==> config.mk <==
export PLATFORM = sky130hd
export DESIGN_NAME = instruction_timing_sequencer
export DESIGN_NICKNAME = d
export VERILOG_FILES = /design/src/tick_divider.v /design/src/mantissa_normalizer.v /design/src/instruction_timing_sequencer.v
export VERILOG_INCLUDE_DIRS = /design/src /design/src/src
export SDC_FILE = /design/constraint.sdc
export NUM_CORES = 1
export LEC_CHECK = 0
export ABC_AREA = 1
export BUFFER_PORTS_ARGS = -buffer_cell sky130_fd_sc_hd__buf_4
export CAP_MARGIN = 25
export CORE_MARGIN = 2
export CORE_UTILIZATION = 34
export DETAILED_ROUTE_END_ITERATION = 7
export PLACE_DENSITY_LB_ADDON = 0.05
export SYNTH_ARGS = -nofsm -noshare
export SYNTH_HDL_FRONTEND = slang
export SYNTH_SLANG_ARGS = --single-unit
==> constraint.sdc <==
create_clock -name core_clk -period 11.1 [get_ports core_clk]
set_clock_uncertainty 0.05 [all_clocks]
set_input_delay 1.11 -clock core_clk [delete_from_list [all_inputs] [get_ports core_clk]]
set_output_delay 1.11 -clock core_clk [all_outputs]
set_load 0.1 [all_outputs]
==> src/timing_seq_consts.vh <==
`ifndef TIMING_SEQ_CONSTS_VH
`define TIMING_SEQ_CONSTS_VH
// ----------------------------------------------------------------
// Clock and tick timing
// ----------------------------------------------------------------
`define CLK_MHZ 10
`define TICK_US 5
`define TICK_CYCLES (`TICK_US * `CLK_MHZ)
// ----------------------------------------------------------------
// Command word field positions
// ----------------------------------------------------------------
`define CW_SIGN_HI 43
`define CW_VAR_HI 27
`define CW_OP_HI 23
`define CW_ADDR_HI 15
`define CW_COUNT_HI 7
// ----------------------------------------------------------------
// Operation codes, two BCD digits
// ----------------------------------------------------------------
`define OPC_INPUT_KEY 8'h03
`define OPC_INPUT_TAPE 8'h05
`define OPC_CLEAR_LOAD 8'h10
`define OPC_ADD 8'h12
`define OPC_SUB 8'h13
`define OPC_PRODUCT 8'h14
`define OPC_ROUND 8'h16
`define OPC_ADD_LOC 8'h19
`define OPC_INC_INDEX_BR 8'h20
`define OPC_DEC_INDEX_BR 8'h21
`define OPC_RECORD_MOVE 8'h29
`define OPC_SHR 8'h48
`define OPC_SHL 8'h49
`define OPC_TAPE_CTL 8'h50
`define OPC_TAPE_XFER 8'h51
`define OPC_TAPE_LO 8'h52
`define OPC_TAPE_HI 8'h58
`define OPC_INPUT_CARD_A 8'h60
`define OPC_INPUT_CARD_B 8'h62
`define OPC_INPUT_CARD_C 8'h64
// ----------------------------------------------------------------
// Durations in microseconds, as printed, then the round threshold and the last word address
// ----------------------------------------------------------------
`define T_MUL_BASE_US 90
`define T_RECORD_BASE_US 130
`define T_RECORD_STEP_US 60
`define T_RECORD_ZERO_US 6130
`define T_SHL_ONE_US 160
`define T_SHL_PAIR_US 210
`define T_SHR_BASE_US 110
`define T_ROUND_LOW_US 105
`define T_ROUND_HIGH_US 165
`define T_SUB_PLAIN_US 185
`define T_SUB_DECOMP_US 245
`define T_ADDLOC_PLAIN_US 255
`define T_ADDLOC_DECOMP_US 315
`define T_INDEX_NOBR_US 130
`define T_INDEX_BR_US 150
`define T_TAPE_SETUP_US 160
`define T_TAPE_CTL_US 195
`define T_TAPE_XFER_US 245
`define T_DEFAULT_US 100
`define ROUND_THRESHOLD 4'h5
`define WORDS_LAST_BCD 16'h5999
`endif

==> src/tick_divider.v <==
`timescale 1ns/1ps
`default_nettype none
`include "timing_seq_consts.vh"
module tick_divider (
  input wire core_clk, // Processor clock.
  input wire rst, // Synchronous reset, active high.
  input wire restart, // Restarts the tick period.
  output reg tick // One-cycle pulse every 5 us.
);
  localparam integer LAST_INT = `TICK_CYCLES - 1;
  localparam [5:0] LAST = LAST_INT[5:0];
  reg [5:0] div_reg;

  // Divides the clock down to the duration tick.
  always @(posedge core_clk) begin
    if (rst || restart) begin
      div_reg <= 6'h00;
      tick <= 1'b0;
    end else if (div_reg == LAST) begin
      div_reg <= 6'h00;
      tick <= 1'b1;
    end else begin
      div_reg <= div_reg + 6'h01;
      tick <= 1'b0;
    end
  end
endmodule
`default_nettype wire

==> src/mantissa_normalizer.v <==
`timescale 1ns/1ps
`default_nettype none
module mantissa_normalizer (
  input wire core_clk, // Processor clock.
  input wire rst, // Synchronous reset, active high.
  input wire start, // Loads a raw result.
  input wire [31:0] mant_in, // Raw mantissa, eight BCD digits.
  input wire [7:0] exp_in, // Raw exponent.
  output reg [31:0] mant_reg, // Normalized mantissa.
  output reg [7:0] exp_reg, // Adjusted exponent.
  output reg norm_done // One-cycle pulse when finished.
);
  reg busy_reg;

  // Shifts one digit per cycle until the top digit is nonzero.
  always @(posedge core_clk) begin
    if (rst) begin
      mant_reg <= 32'h00000000;
      exp_reg <= 8'h00;
      busy_reg <= 1'b0;
      norm_done <= 1'b0;
    end else if (start) begin
      mant_reg <= mant_in;
      exp_reg <= exp_in;
      busy_reg <= 1'b1;
      norm_done <= 1'b0;
    end else if (busy_reg) begin
      if (mant_reg[31:28] != 4'h0 || mant_reg == 32'h00000000) begin
        busy_reg <= 1'b0;
        norm_done <= 1'b1;
      end else begin
        mant_reg <= {mant_reg[27:0], 4'h0};
        exp_reg <= exp_reg - 8'h01;
      end
    end else begin
      norm_done <= 1'b0;
    end
  end
endmodule
`default_nettype wire

==> src/instruction_timing_sequencer.v <==
`timescale 1ns/1ps
`default_nettype none
`include "timing_seq_consts.vh"
module instruction_timing_sequencer (
  input wire core_clk, // Processor clock, 10 MHz.
  input wire rst, // Synchronous reset, active high.
  input wire start, // Begins execution of cmd_word.
  input wire [43:0] cmd_word, // Instruction: sign plus ten digits.
  input wire [43:0] store_word, // Word read from storage.
  input wire [39:0] remainder_word, // Remainder word digits.
  input wire decomp, // Result needs decomplementing.
  input wire tape_ready, // Tape unit ready.
  input wire [15:0] index_before, // Index word before the operation.
  input wire [15:0] index_after, // Index word after the operation.
  input wire [15:0] index_word, // Index word for address change.
  input wire [15:0] pc_in, // Program counter.
  input wire load_pc, // Copies the program counter.
  input wire card_count, // Counts the address counter.
  input wire norm_start, // Starts a float normalization.
  input wire [31:0] raw_mant, // Raw float mantissa.
  input wire [7:0] raw_exp, // Raw float exponent.
  output wire busy, // Operation in progress.
  output reg done, // One-cycle completion pulse.
  output reg input_done, // Input order completed pulse.
  output reg branch_reg, // Index branch decision.
  output reg [43:0] command_word_holder, // Held command word.
  output reg [43:0] accumulator, // Accumulator word.
  output reg [15:0] addr_reg, // Address counter.
  output reg [15:0] input_addr, // Designated input address.
  output wire [31:0] norm_mant, // Normalized mantissa.
  output wire [7:0] norm_exp, // Normalized exponent.
  output wire norm_done // Normalization done pulse.
);
  // ----------------------------------------------------------------
  // States and derived tick counts
  // ----------------------------------------------------------------
  localparam [1:0] S_IDLE = 2'b00;
  localparam [1:0] S_WAIT = 2'b01;
  localparam [1:0] S_RUN = 2'b10;

  // Converts microseconds to 5 us ticks, cut on purpose to the counter width.
  function [10:0] to_ticks;
    input integer us;
    integer q;
    begin
      q = us / `TICK_US;
      to_ticks = q[10:0];
    end
  endfunction

  // Tick counts of the timed orders; the largest, 1226, fits in 11 bits.
  localparam [10:0] K_MUL = to_ticks(`T_MUL_BASE_US);
  localparam [10:0] K_REC = to_ticks(`T_RECORD_BASE_US);
  localparam [10:0] K_REC_STEP = to_ticks(`T_RECORD_STEP_US);
  localparam [10:0] K_REC_ZERO = to_ticks(`T_RECORD_ZERO_US);
  localparam [10:0] K_SHL_ONE = to_ticks(`T_SHL_ONE_US);
  localparam [10:0] K_SHL_PAIR = to_ticks(`T_SHL_PAIR_US);
  localparam [10:0] K_SHR = to_ticks(`T_SHR_BASE_US);
  localparam [10:0] K_RND_LO = to_ticks(`T_ROUND_LOW_US);
  localparam [10:0] K_RND_HI = to_ticks(`T_ROUND_HIGH_US);
  localparam [10:0] K_SUB = to_ticks(`T_SUB_PLAIN_US);
  localparam [10:0] K_SUB_DC = to_ticks(`T_SUB_DECOMP_US);
  localparam [10:0] K_ADL = to_ticks(`T_ADDLOC_PLAIN_US);
  localparam [10:0] K_ADL_DC = to_ticks(`T_ADDLOC_DECOMP_US);
  localparam [10:0] K_IDX = to_ticks(`T_INDEX_NOBR_US);
  localparam [10:0] K_IDX_BR = to_ticks(`T_INDEX_BR_US);
  localparam [10:0] K_TAPE = to_ticks(`T_TAPE_SETUP_US);
  localparam [10:0] K_TCTL = to_ticks(`T_TAPE_CTL_US);
  localparam [10:0] K_TXFER = to_ticks(`T_TAPE_XFER_US);
  localparam [10:0] K_DEF = to_ticks(`T_DEFAULT_US);

  // ----------------------------------------------------------------
  // Helper functions
  // ----------------------------------------------------------------
  // Weight of one multiplier digit in ticks.
  function [6:0] digit_weight;
    input [3:0] d;
    begin
      case (d)
        4'h0: digit_weight = 7'd1;
        4'h1: digit_weight = 7'd14;
        4'h2: digit_weight = 7'd27;
        4'h3: digit_weight = 7'd40;
        4'h4: digit_weight = 7'd53;
        4'h5: digit_weight = 7'd66;
        4'h6: digit_weight = 7'd65;
        4'h7: digit_weight = 7'd52;
        4'h8: digit_weight = 7'd39;
        4'h9: digit_weight = 7'd26;
        default: digit_weight = 7'd1;
      endcase
    end
  endfunction

  // Converts a two-digit BCD count to binary.
  function [6:0] bcd2_to_bin;
    input [7:0] b;
    begin
      bcd2_to_bin = {3'b000, b[7:4]} * 7'd10 + {3'b000, b[3:0]};
    end
  endfunction

  // Adds two four-digit BCD words, dropping the final carry.
  function [15:0] bcd4_add;
    input [15:0] a;
    input [15:0] b;
    integer i;
    reg [4:0] s;
    reg c;
    begin
      c = 1'b0;
      bcd4_add = 16'h0000;
      for (i = 0; i < 4; i = i + 1) begin
        s = {1'b0, a[4*i +: 4]} + {1'b0, b[4*i +: 4]} + {4'h0, c};
        if (s > 5'd9) begin
          s = s + 5'd6;
          c = 1'b1;
        end else begin
          c = 1'b0;
        end
        bcd4_add[4*i +: 4] = s[3:0];
      end
    end
  endfunction

  // Adds and subtracts share one timing path; only the base differs.
  function [10:0] add_time;
    input [10:0] plain;
    input [10:0] decomped;
    input dc;
    begin
      add_time = dc ? decomped : plain;
    end
  endfunction

  // ----------------------------------------------------------------
  // Command fields and operand decode
  // ----------------------------------------------------------------
  wire [7:0] opc = cmd_word[`CW_OP_HI -: 8];
  wire [3:0] var_digit = cmd_word[`CW_VAR_HI -: 4];
  wire [7:0] count_bcd = cmd_word[`CW_COUNT_HI -: 8];
  wire [6:0] count_bin = bcd2_to_bin(count_bcd);
  wire index_branch = (index_after >= index_before);
  wire is_input_op = (opc == `OPC_INPUT_KEY) || (opc == `OPC_INPUT_TAPE) ||
    (opc == `OPC_INPUT_CARD_A) || (opc == `OPC_INPUT_CARD_B) ||
    (opc == `OPC_INPUT_CARD_C);
  wire is_tape_ctl = (opc == `OPC_TAPE_CTL) || (opc == `OPC_TAPE_XFER);

  // Sum of the multiplier digit weights over all ten positions.
  reg [9:0] weight_sum;
  integer k;
  always @* begin
    weight_sum = 10'd0;
    for (k = 0; k < 10; k = k + 1) begin
      weight_sum = weight_sum + {3'b000, digit_weight(accumulator[4*k +: 4])};
    end
  end

  // Shift counts reduced modulo 10 and 20.
  wire [6:0] count_mod10 = {3'b000, count_bcd[3:0]};
  wire [6:0] count_mod20 = {3'b000, count_bcd[3:0]} + (count_bcd[4] ? 7'd10 : 7'd0);

  // Duration of the current instruction in 5 us ticks.
  reg [10:0] ticks_needed;
  always @* begin
    case (opc)
      `OPC_PRODUCT: ticks_needed = K_MUL + {1'b0, weight_sum};
      `OPC_RECORD_MOVE: begin
        if (count_bin == 7'd0) begin
          ticks_needed = K_REC_ZERO;
        end else begin
          ticks_needed = K_REC + K_REC_STEP * {4'h0, count_bin};
        end
      end
      `OPC_SHL: begin
        if (var_digit == 4'h1) begin
          ticks_needed = K_SHL_PAIR - {4'h0, count_mod20};
        end else begin
          ticks_needed = K_SHL_ONE - {4'h0, count_mod10};
        end
      end
      `OPC_SHR: ticks_needed = K_SHR + {4'h0, count_bin};
      `OPC_ROUND: begin
        if (remainder_word[39:36] < `ROUND_THRESHOLD) begin
          ticks_needed = K_RND_LO;
        end else begin
          ticks_needed = K_RND_HI;
        end
      end
      `OPC_ADD: ticks_needed = add_time(K_SUB, K_SUB_DC, decomp);
      `OPC_SUB: ticks_needed = add_time(K_SUB, K_SUB_DC, decomp);
      `OPC_ADD_LOC: ticks_needed = add_time(K_ADL, K_ADL_DC, decomp);
      `OPC_INC_INDEX_BR: ticks_needed = index_branch ? K_IDX_BR : K_IDX;
      `OPC_DEC_INDEX_BR: ticks_needed = index_branch ? K_IDX_BR : K_IDX;
      `OPC_TAPE_CTL: begin
        if (var_digit < 4'h2) begin
          ticks_needed = K_TCTL;
        end else begin
          ticks_needed = K_TXFER;
        end
      end
      `OPC_TAPE_XFER: ticks_needed = K_TXFER;
      default: begin
        if (opc >= `OPC_TAPE_LO && opc <= `OPC_TAPE_HI) begin
          ticks_needed = K_TAPE;
        end else begin
          ticks_needed = K_DEF;
        end
      end
    endcase
  end

  // ----------------------------------------------------------------
  // Duration sequencer
  // ----------------------------------------------------------------
  reg [1:0] state_reg;
  reg [1:0] state_next;
  reg [10:0] count_reg;
  reg input_op_reg;
  reg restart_tick;
  wire tick;

  tick_divider u_tick (
    .core_clk(core_clk),
    .rst(rst),
    .restart(restart_tick),
    .tick(tick)
  );

  assign busy = (state_reg != S_IDLE);

  // Next-state logic; transfers wait for a ready tape unit.
  always @* begin
    restart_tick = 1'b0;
    state_next = state_reg;
    case (state_reg)
      S_IDLE: begin
        if (start) begin
          restart_tick = 1'b1;
          if (is_tape_ctl && !tape_ready) begin
            state_next = S_WAIT;
          end else begin
            state_next = S_RUN;
          end
        end
      end
      S_WAIT: begin
        if (tape_ready) begin
          restart_tick = 1'b1;
          state_next = S_RUN;
        end
      end
      S_RUN: begin
        if (tick && count_reg == 11'd1) begin
          state_next = S_IDLE;
        end
      end
      default: state_next = S_IDLE;
    endcase
  end

  // Counts ticks down and pulses done when the count expires.
  always @(posedge core_clk) begin
    if (rst) begin
      state_reg <= S_IDLE;
      count_reg <= 11'd0;
      done <= 1'b0;
      input_done <= 1'b0;
      input_op_reg <= 1'b0;
      branch_reg <= 1'b0;
    end else begin
      state_reg <= state_next;
      done <= 1'b0;
      input_done <= 1'b0;
      if (state_reg == S_IDLE && start) begin
        count_reg <= ticks_needed;
        input_op_reg <= is_input_op;
        branch_reg <= index_branch;
      end else if (state_reg == S_RUN && tick) begin
        count_reg <= count_reg - 11'd1;
        if (count_reg == 11'd1) begin
          done <= 1'b1;
          input_done <= input_op_reg;
        end
      end
    end
  end

  // ----------------------------------------------------------------
  // Register transfers
  // ----------------------------------------------------------------
  // Latches the command word; clear and load (opcode 10) copies the storage word into the accumulator unchanged.
  always @(posedge core_clk) begin
    if (rst) begin
      command_word_holder <= 44'h00000000000;
      accumulator <= 44'h00000000000;
    end else if (start && state_reg == S_IDLE) begin
      command_word_holder <= cmd_word;
      if (opc == `OPC_CLEAR_LOAD) begin
        accumulator <= store_word;
      end
    end
  end

  // Address counter: parallel copy of the program counter, or counting.
  always @(posedge core_clk) begin
    if (rst) begin
      addr_reg <= 16'h0000;
    end else if (load_pc) begin
      addr_reg <= pc_in;
    end else if (card_count) begin
      if (addr_reg == `WORDS_LAST_BCD) begin
        addr_reg <= 16'h0000;
      end else begin
        addr_reg <= bcd4_add(addr_reg, 16'h0001);
      end
    end
  end

  // Designated input address, indexed for variation digits 8 and 9.
  always @(posedge core_clk) begin
    if (rst) begin
      input_addr <= 16'h0000;
    end else if (start && state_reg == S_IDLE && is_input_op) begin
      if (var_digit == 4'h8 || var_digit == 4'h9) begin
        input_addr <= bcd4_add(cmd_word[`CW_ADDR_HI -: 16], index_word);
      end else begin
        input_addr <= cmd_word[`CW_ADDR_HI -: 16];
      end
    end
  end

  // ----------------------------------------------------------------
  // Floating-point normalization
  // ----------------------------------------------------------------
  mantissa_normalizer u_norm (
    .core_clk(core_clk),
    .rst(rst),
    .start(norm_start),
    .mant_in(raw_mant),
    .exp_in(raw_exp),
    .mant_reg(norm_mant),
    .exp_reg(norm_exp),
    .norm_done(norm_done)
  );
endmodule
`default_nettype wire

==> impl_metrics.env <==
export IMPL_yosysMostFrequentCell="nand2_1"
export IMPL_core_um2=46700
export IMPL_gp_congestion=0.866
export IMPL_crit_slowest_cell="fa_1"
export IMPL_postSynth_asyncResetShare_pct=0
export IMPL_synth_top_area_share_pct=31.8
export IMPL_worstPathMaxFanout=7
export IMPL_synth_compound_area_share_pct=17.1
export IMPL_synth_edf_count=0
export IMPL_area_delta_synth_final_pct=28.4
export IMPL_ys_flop_type="dfxtp_1"
export IMPL_final_hold_viol_count=0
export IMPL_synth_area_top_cells="dfxtp_1 32%, ha_1 12%, nand2_1 9.9%"
export IMPL_start_util_pct=34.6
export IMPL_overflow=0
export IMPL_place_inst=2981
export IMPL_ys_ff_latch=256
export IMPL_finalSetupTns_ns=0
export IMPL_synth_fa_ha_area_share_pct=20.5
export IMPL_drt_wl_total_um=52300
export IMPL_cts_tree="done"
export IMPL_grt_pass1_wl_um=81200
export IMPL_post_cts_buffers=0
export IMPL_worstHoldStart="input_op_reg"
export IMPL_nets=2872
export IMPL_wl_per_cell_um=17.2
export IMPL_max_stage_delay_ns=0.46
export IMPL_reg2reg_depth=39
export IMPL_worstMarginPinSlew_ns=1.05
export IMPL_synth_top_area_cell="dfxtp_1"
export IMPL_synth_nets=2514
export IMPL_synth_top_family_by_area="simple AND/OR/NAND/NOR gates"
export IMPL_fin_util_pct=44.4
export IMPL_cts_buffers=31
export IMPL_worst_hold_path_endpoint="input_done"
export IMPL_fmax_mhz=129
export IMPL_yosys_warnings=0
export IMPL_leakage_nw=10.3
export IMPL_slew_headroom_pct=29.3
export IMPL_drtAntennaViolNets=0
export IMPL_ys_seq_area_share_pct=31.8
export IMPL_yosys_area_share_simple_pct=20.5
export IMPL_final_cell_area_um2=20700
export IMPL_r2r_start="addr_reg[0]"
export IMPL_grt_total_usage_pct=20.7
export IMPL_cts_buffer_depth=3
export IMPL_drive_gt1_share_pct=20.7
export IMPL_rows=79
export IMPL_cp_common_cell="inv_1"
export IMPL_max_cap_violations=0
export IMPL_reg2reg_setup_slack_ns=5.07
export IMPL_start_kind="primary input"
export IMPL_min_path_type="register to register"
export IMPL_power_density_nw_per_um2=139
export IMPL_whs_path_depth=2
export IMPL_die_h_um=222
export IMPL_crit_arrival_ns=8.14
export IMPL_timing_rr_end="addr_reg[15]"
export IMPL_dpl_cell_area_um2=19500
export IMPL_drc=0
export IMPL_rsz0062_at_grt="no"
export IMPL_drt_iter0_drc=904
export IMPL_insertion_delay_ns=0.58
export IMPL_die_w_um=222
export IMPL_setup_viol=0
export IMPL_cts_num_sinks=256
export IMPL_synth_cell_types=55
export IMPL_grt_max_degree=60
export IMPL_final_cells=3040
export IMPL_grt_pass1_vias=14600
export IMPL_yosys_area_share_xor_xnor_pct=2.28
export IMPL_synth_cells=2049
export IMPL_outcome="finished, final reports clean"
export IMPL_syn_area_um2=16100
export IMPL_drtPass1Iterations=5
export IMPL_clock_root_buffer="clkbuf_16"
export IMPL_hold_buffers=0
export IMPL_antenna_found_initial=3
export IMPL_post_cts_resized=0
export IMPL_fillerInstances=4807
export IMPL_avgSynthCellArea_um2=7.88
export IMPL_io_buffers=368
export IMPL_boundaryPins=405
export IMPL_design_power_total_mw=2.88
export IMPL_yosys_top_cells_count="426 x nand2_1, 256 x dfxtp_1, 256 x inv_1"
export IMPL_critical_path_class="primary input to register"
export IMPL_vias_per_cell=4.88
export IMPL_vias=14800
export IMPL_finalCriticalPeriod_ns=7.73
export IMPL_cts_max_level=1
export IMPL_dp_hpwl_um=41400
export IMPL_path_clk_slew_ns=0.06
export IMPL_end_kind="register"
export IMPL_critPathRequiredTime_ns=11.51
export IMPL_die_area_um2=49200
export IMPL_period_share_pct=69.6
export IMPL_ir_worst_vdd_mv=0.125
export IMPL_muxShareOfSynthArea_pct=0
export IMPL_slew_viol_final=0
cells in the final DEF, fill, tap and decap left out, types with 14 or more instances in the layout:
cell | Yosys | final
xnor2_1 | 21 | 21
clkbuf_16 | 0 | 31
xor2_1 | 21 | 21
nand4_1 | 19 | 19
inv_1 | 256 | 255
nor2_1 | 151 | 148
a21oi_1 | 109 | 109
o211ai_1 | 37 | 37
nor3_1 | 15 | 15
or2_2 | 19 | 19
a211oi_1 | 30 | 30
a22oi_1 | 14 | 14
nand3_1 | 117 | 117
dfxtp_1 | 256 | 256
ha_1 | 160 | 160
a22o_1 | 26 | 26
inv_2 | 14 | 15
buf_4 | 0 | 379
a31oi_1 | 44 | 44
nand2_1 | 426 | 426
fa_1 | 65 | 65
o21ai_0 | 101 | 101
worst max-delay path by stage:
stage                      from              to  slack, ns
global route        cmd_word[0]  input_addr[15]       2.72
CTS                 cmd_word[0]  input_addr[15]       3.40
finish              cmd_word[0]  input_addr[15]       3.37
detailed placement  cmd_word[0]  input_addr[15]       2.82
global placement    cmd_word[0]  input_addr[15]       2.94
floorplan           cmd_word[0]  input_addr[15]       3.63
layout make-up:
class | instances | area, um2 | area share, %
multi-input combinational | 1467 | 9760 | 47.1
clock inverter | 19 | 358 | 1.73
sequential | 256 | 5120 | 24.7
clock buffer | 38 | 842 | 4.06
tap | 607 | 759 | 3.67
antenna | 2 | 5.00 | 0.0242
timing repair buffer | 380 | 2860 | 13.8
inverter | 271 | 1020 | 4.91
routing by layer:
layer  routed length [um]  up-vias  part of all wire, %  track usage, %
li1                     -     7533                    -               -
met1                23100     6813                   44            26.2
met2                24100      403                   46            34.8
met3                 3390       79                  6.5            4.85
met4                 1710        2                  3.3            6.67
met5                   16        -                0.031               0
power by group:
part	total, mW	internal (mW)	switching, mW
Clock	1.19	0.768	0.423
Sequential	0.980	0.950	0.0299
Combinational	0.706	0.229	0.477
Total	2.88	1.95	0.929
logic make-up after synthesis:
| group | count (synthesis) |
|---|---|
| AO/OA/AOI/OAI | 419 |
| buffers and inverters | 326 |
| adder cells (fa/ha/maj) | 225 |
| flip-flops | 256 |
| XOR/XNOR | 42 |
| AND/OR/NAND/NOR | 781 |
worst max-delay path, delay by kind of cell:
| family | cells | cell delay [ns] |
|---|---|---|
| buf+inv | 14 | 1.12 |
| fa+ha+maj | 12 | 3.53 |
| compound gates | 6 | 0.60 |
| simple gates | 11 | 0.96 |
| xor+xnor | 3 | 0.80 |
metrics by stage:
| stage | hold slack [ns] | setup WS, ns |
|---|---|---|
| 6_report | 0.396 | 3.37 |
| 4_1_cts | 0.400 | 3.40 |
| 2_1_floorplan | 0.373 | 3.63 |
| 3_5_place_dp | 0.390 | 2.82 |
| 5_1_grt | 0.410 | 2.72 |
| 3_3_place_gp | 0.388 | 2.94 |
(Power assumes the default switching activity.)
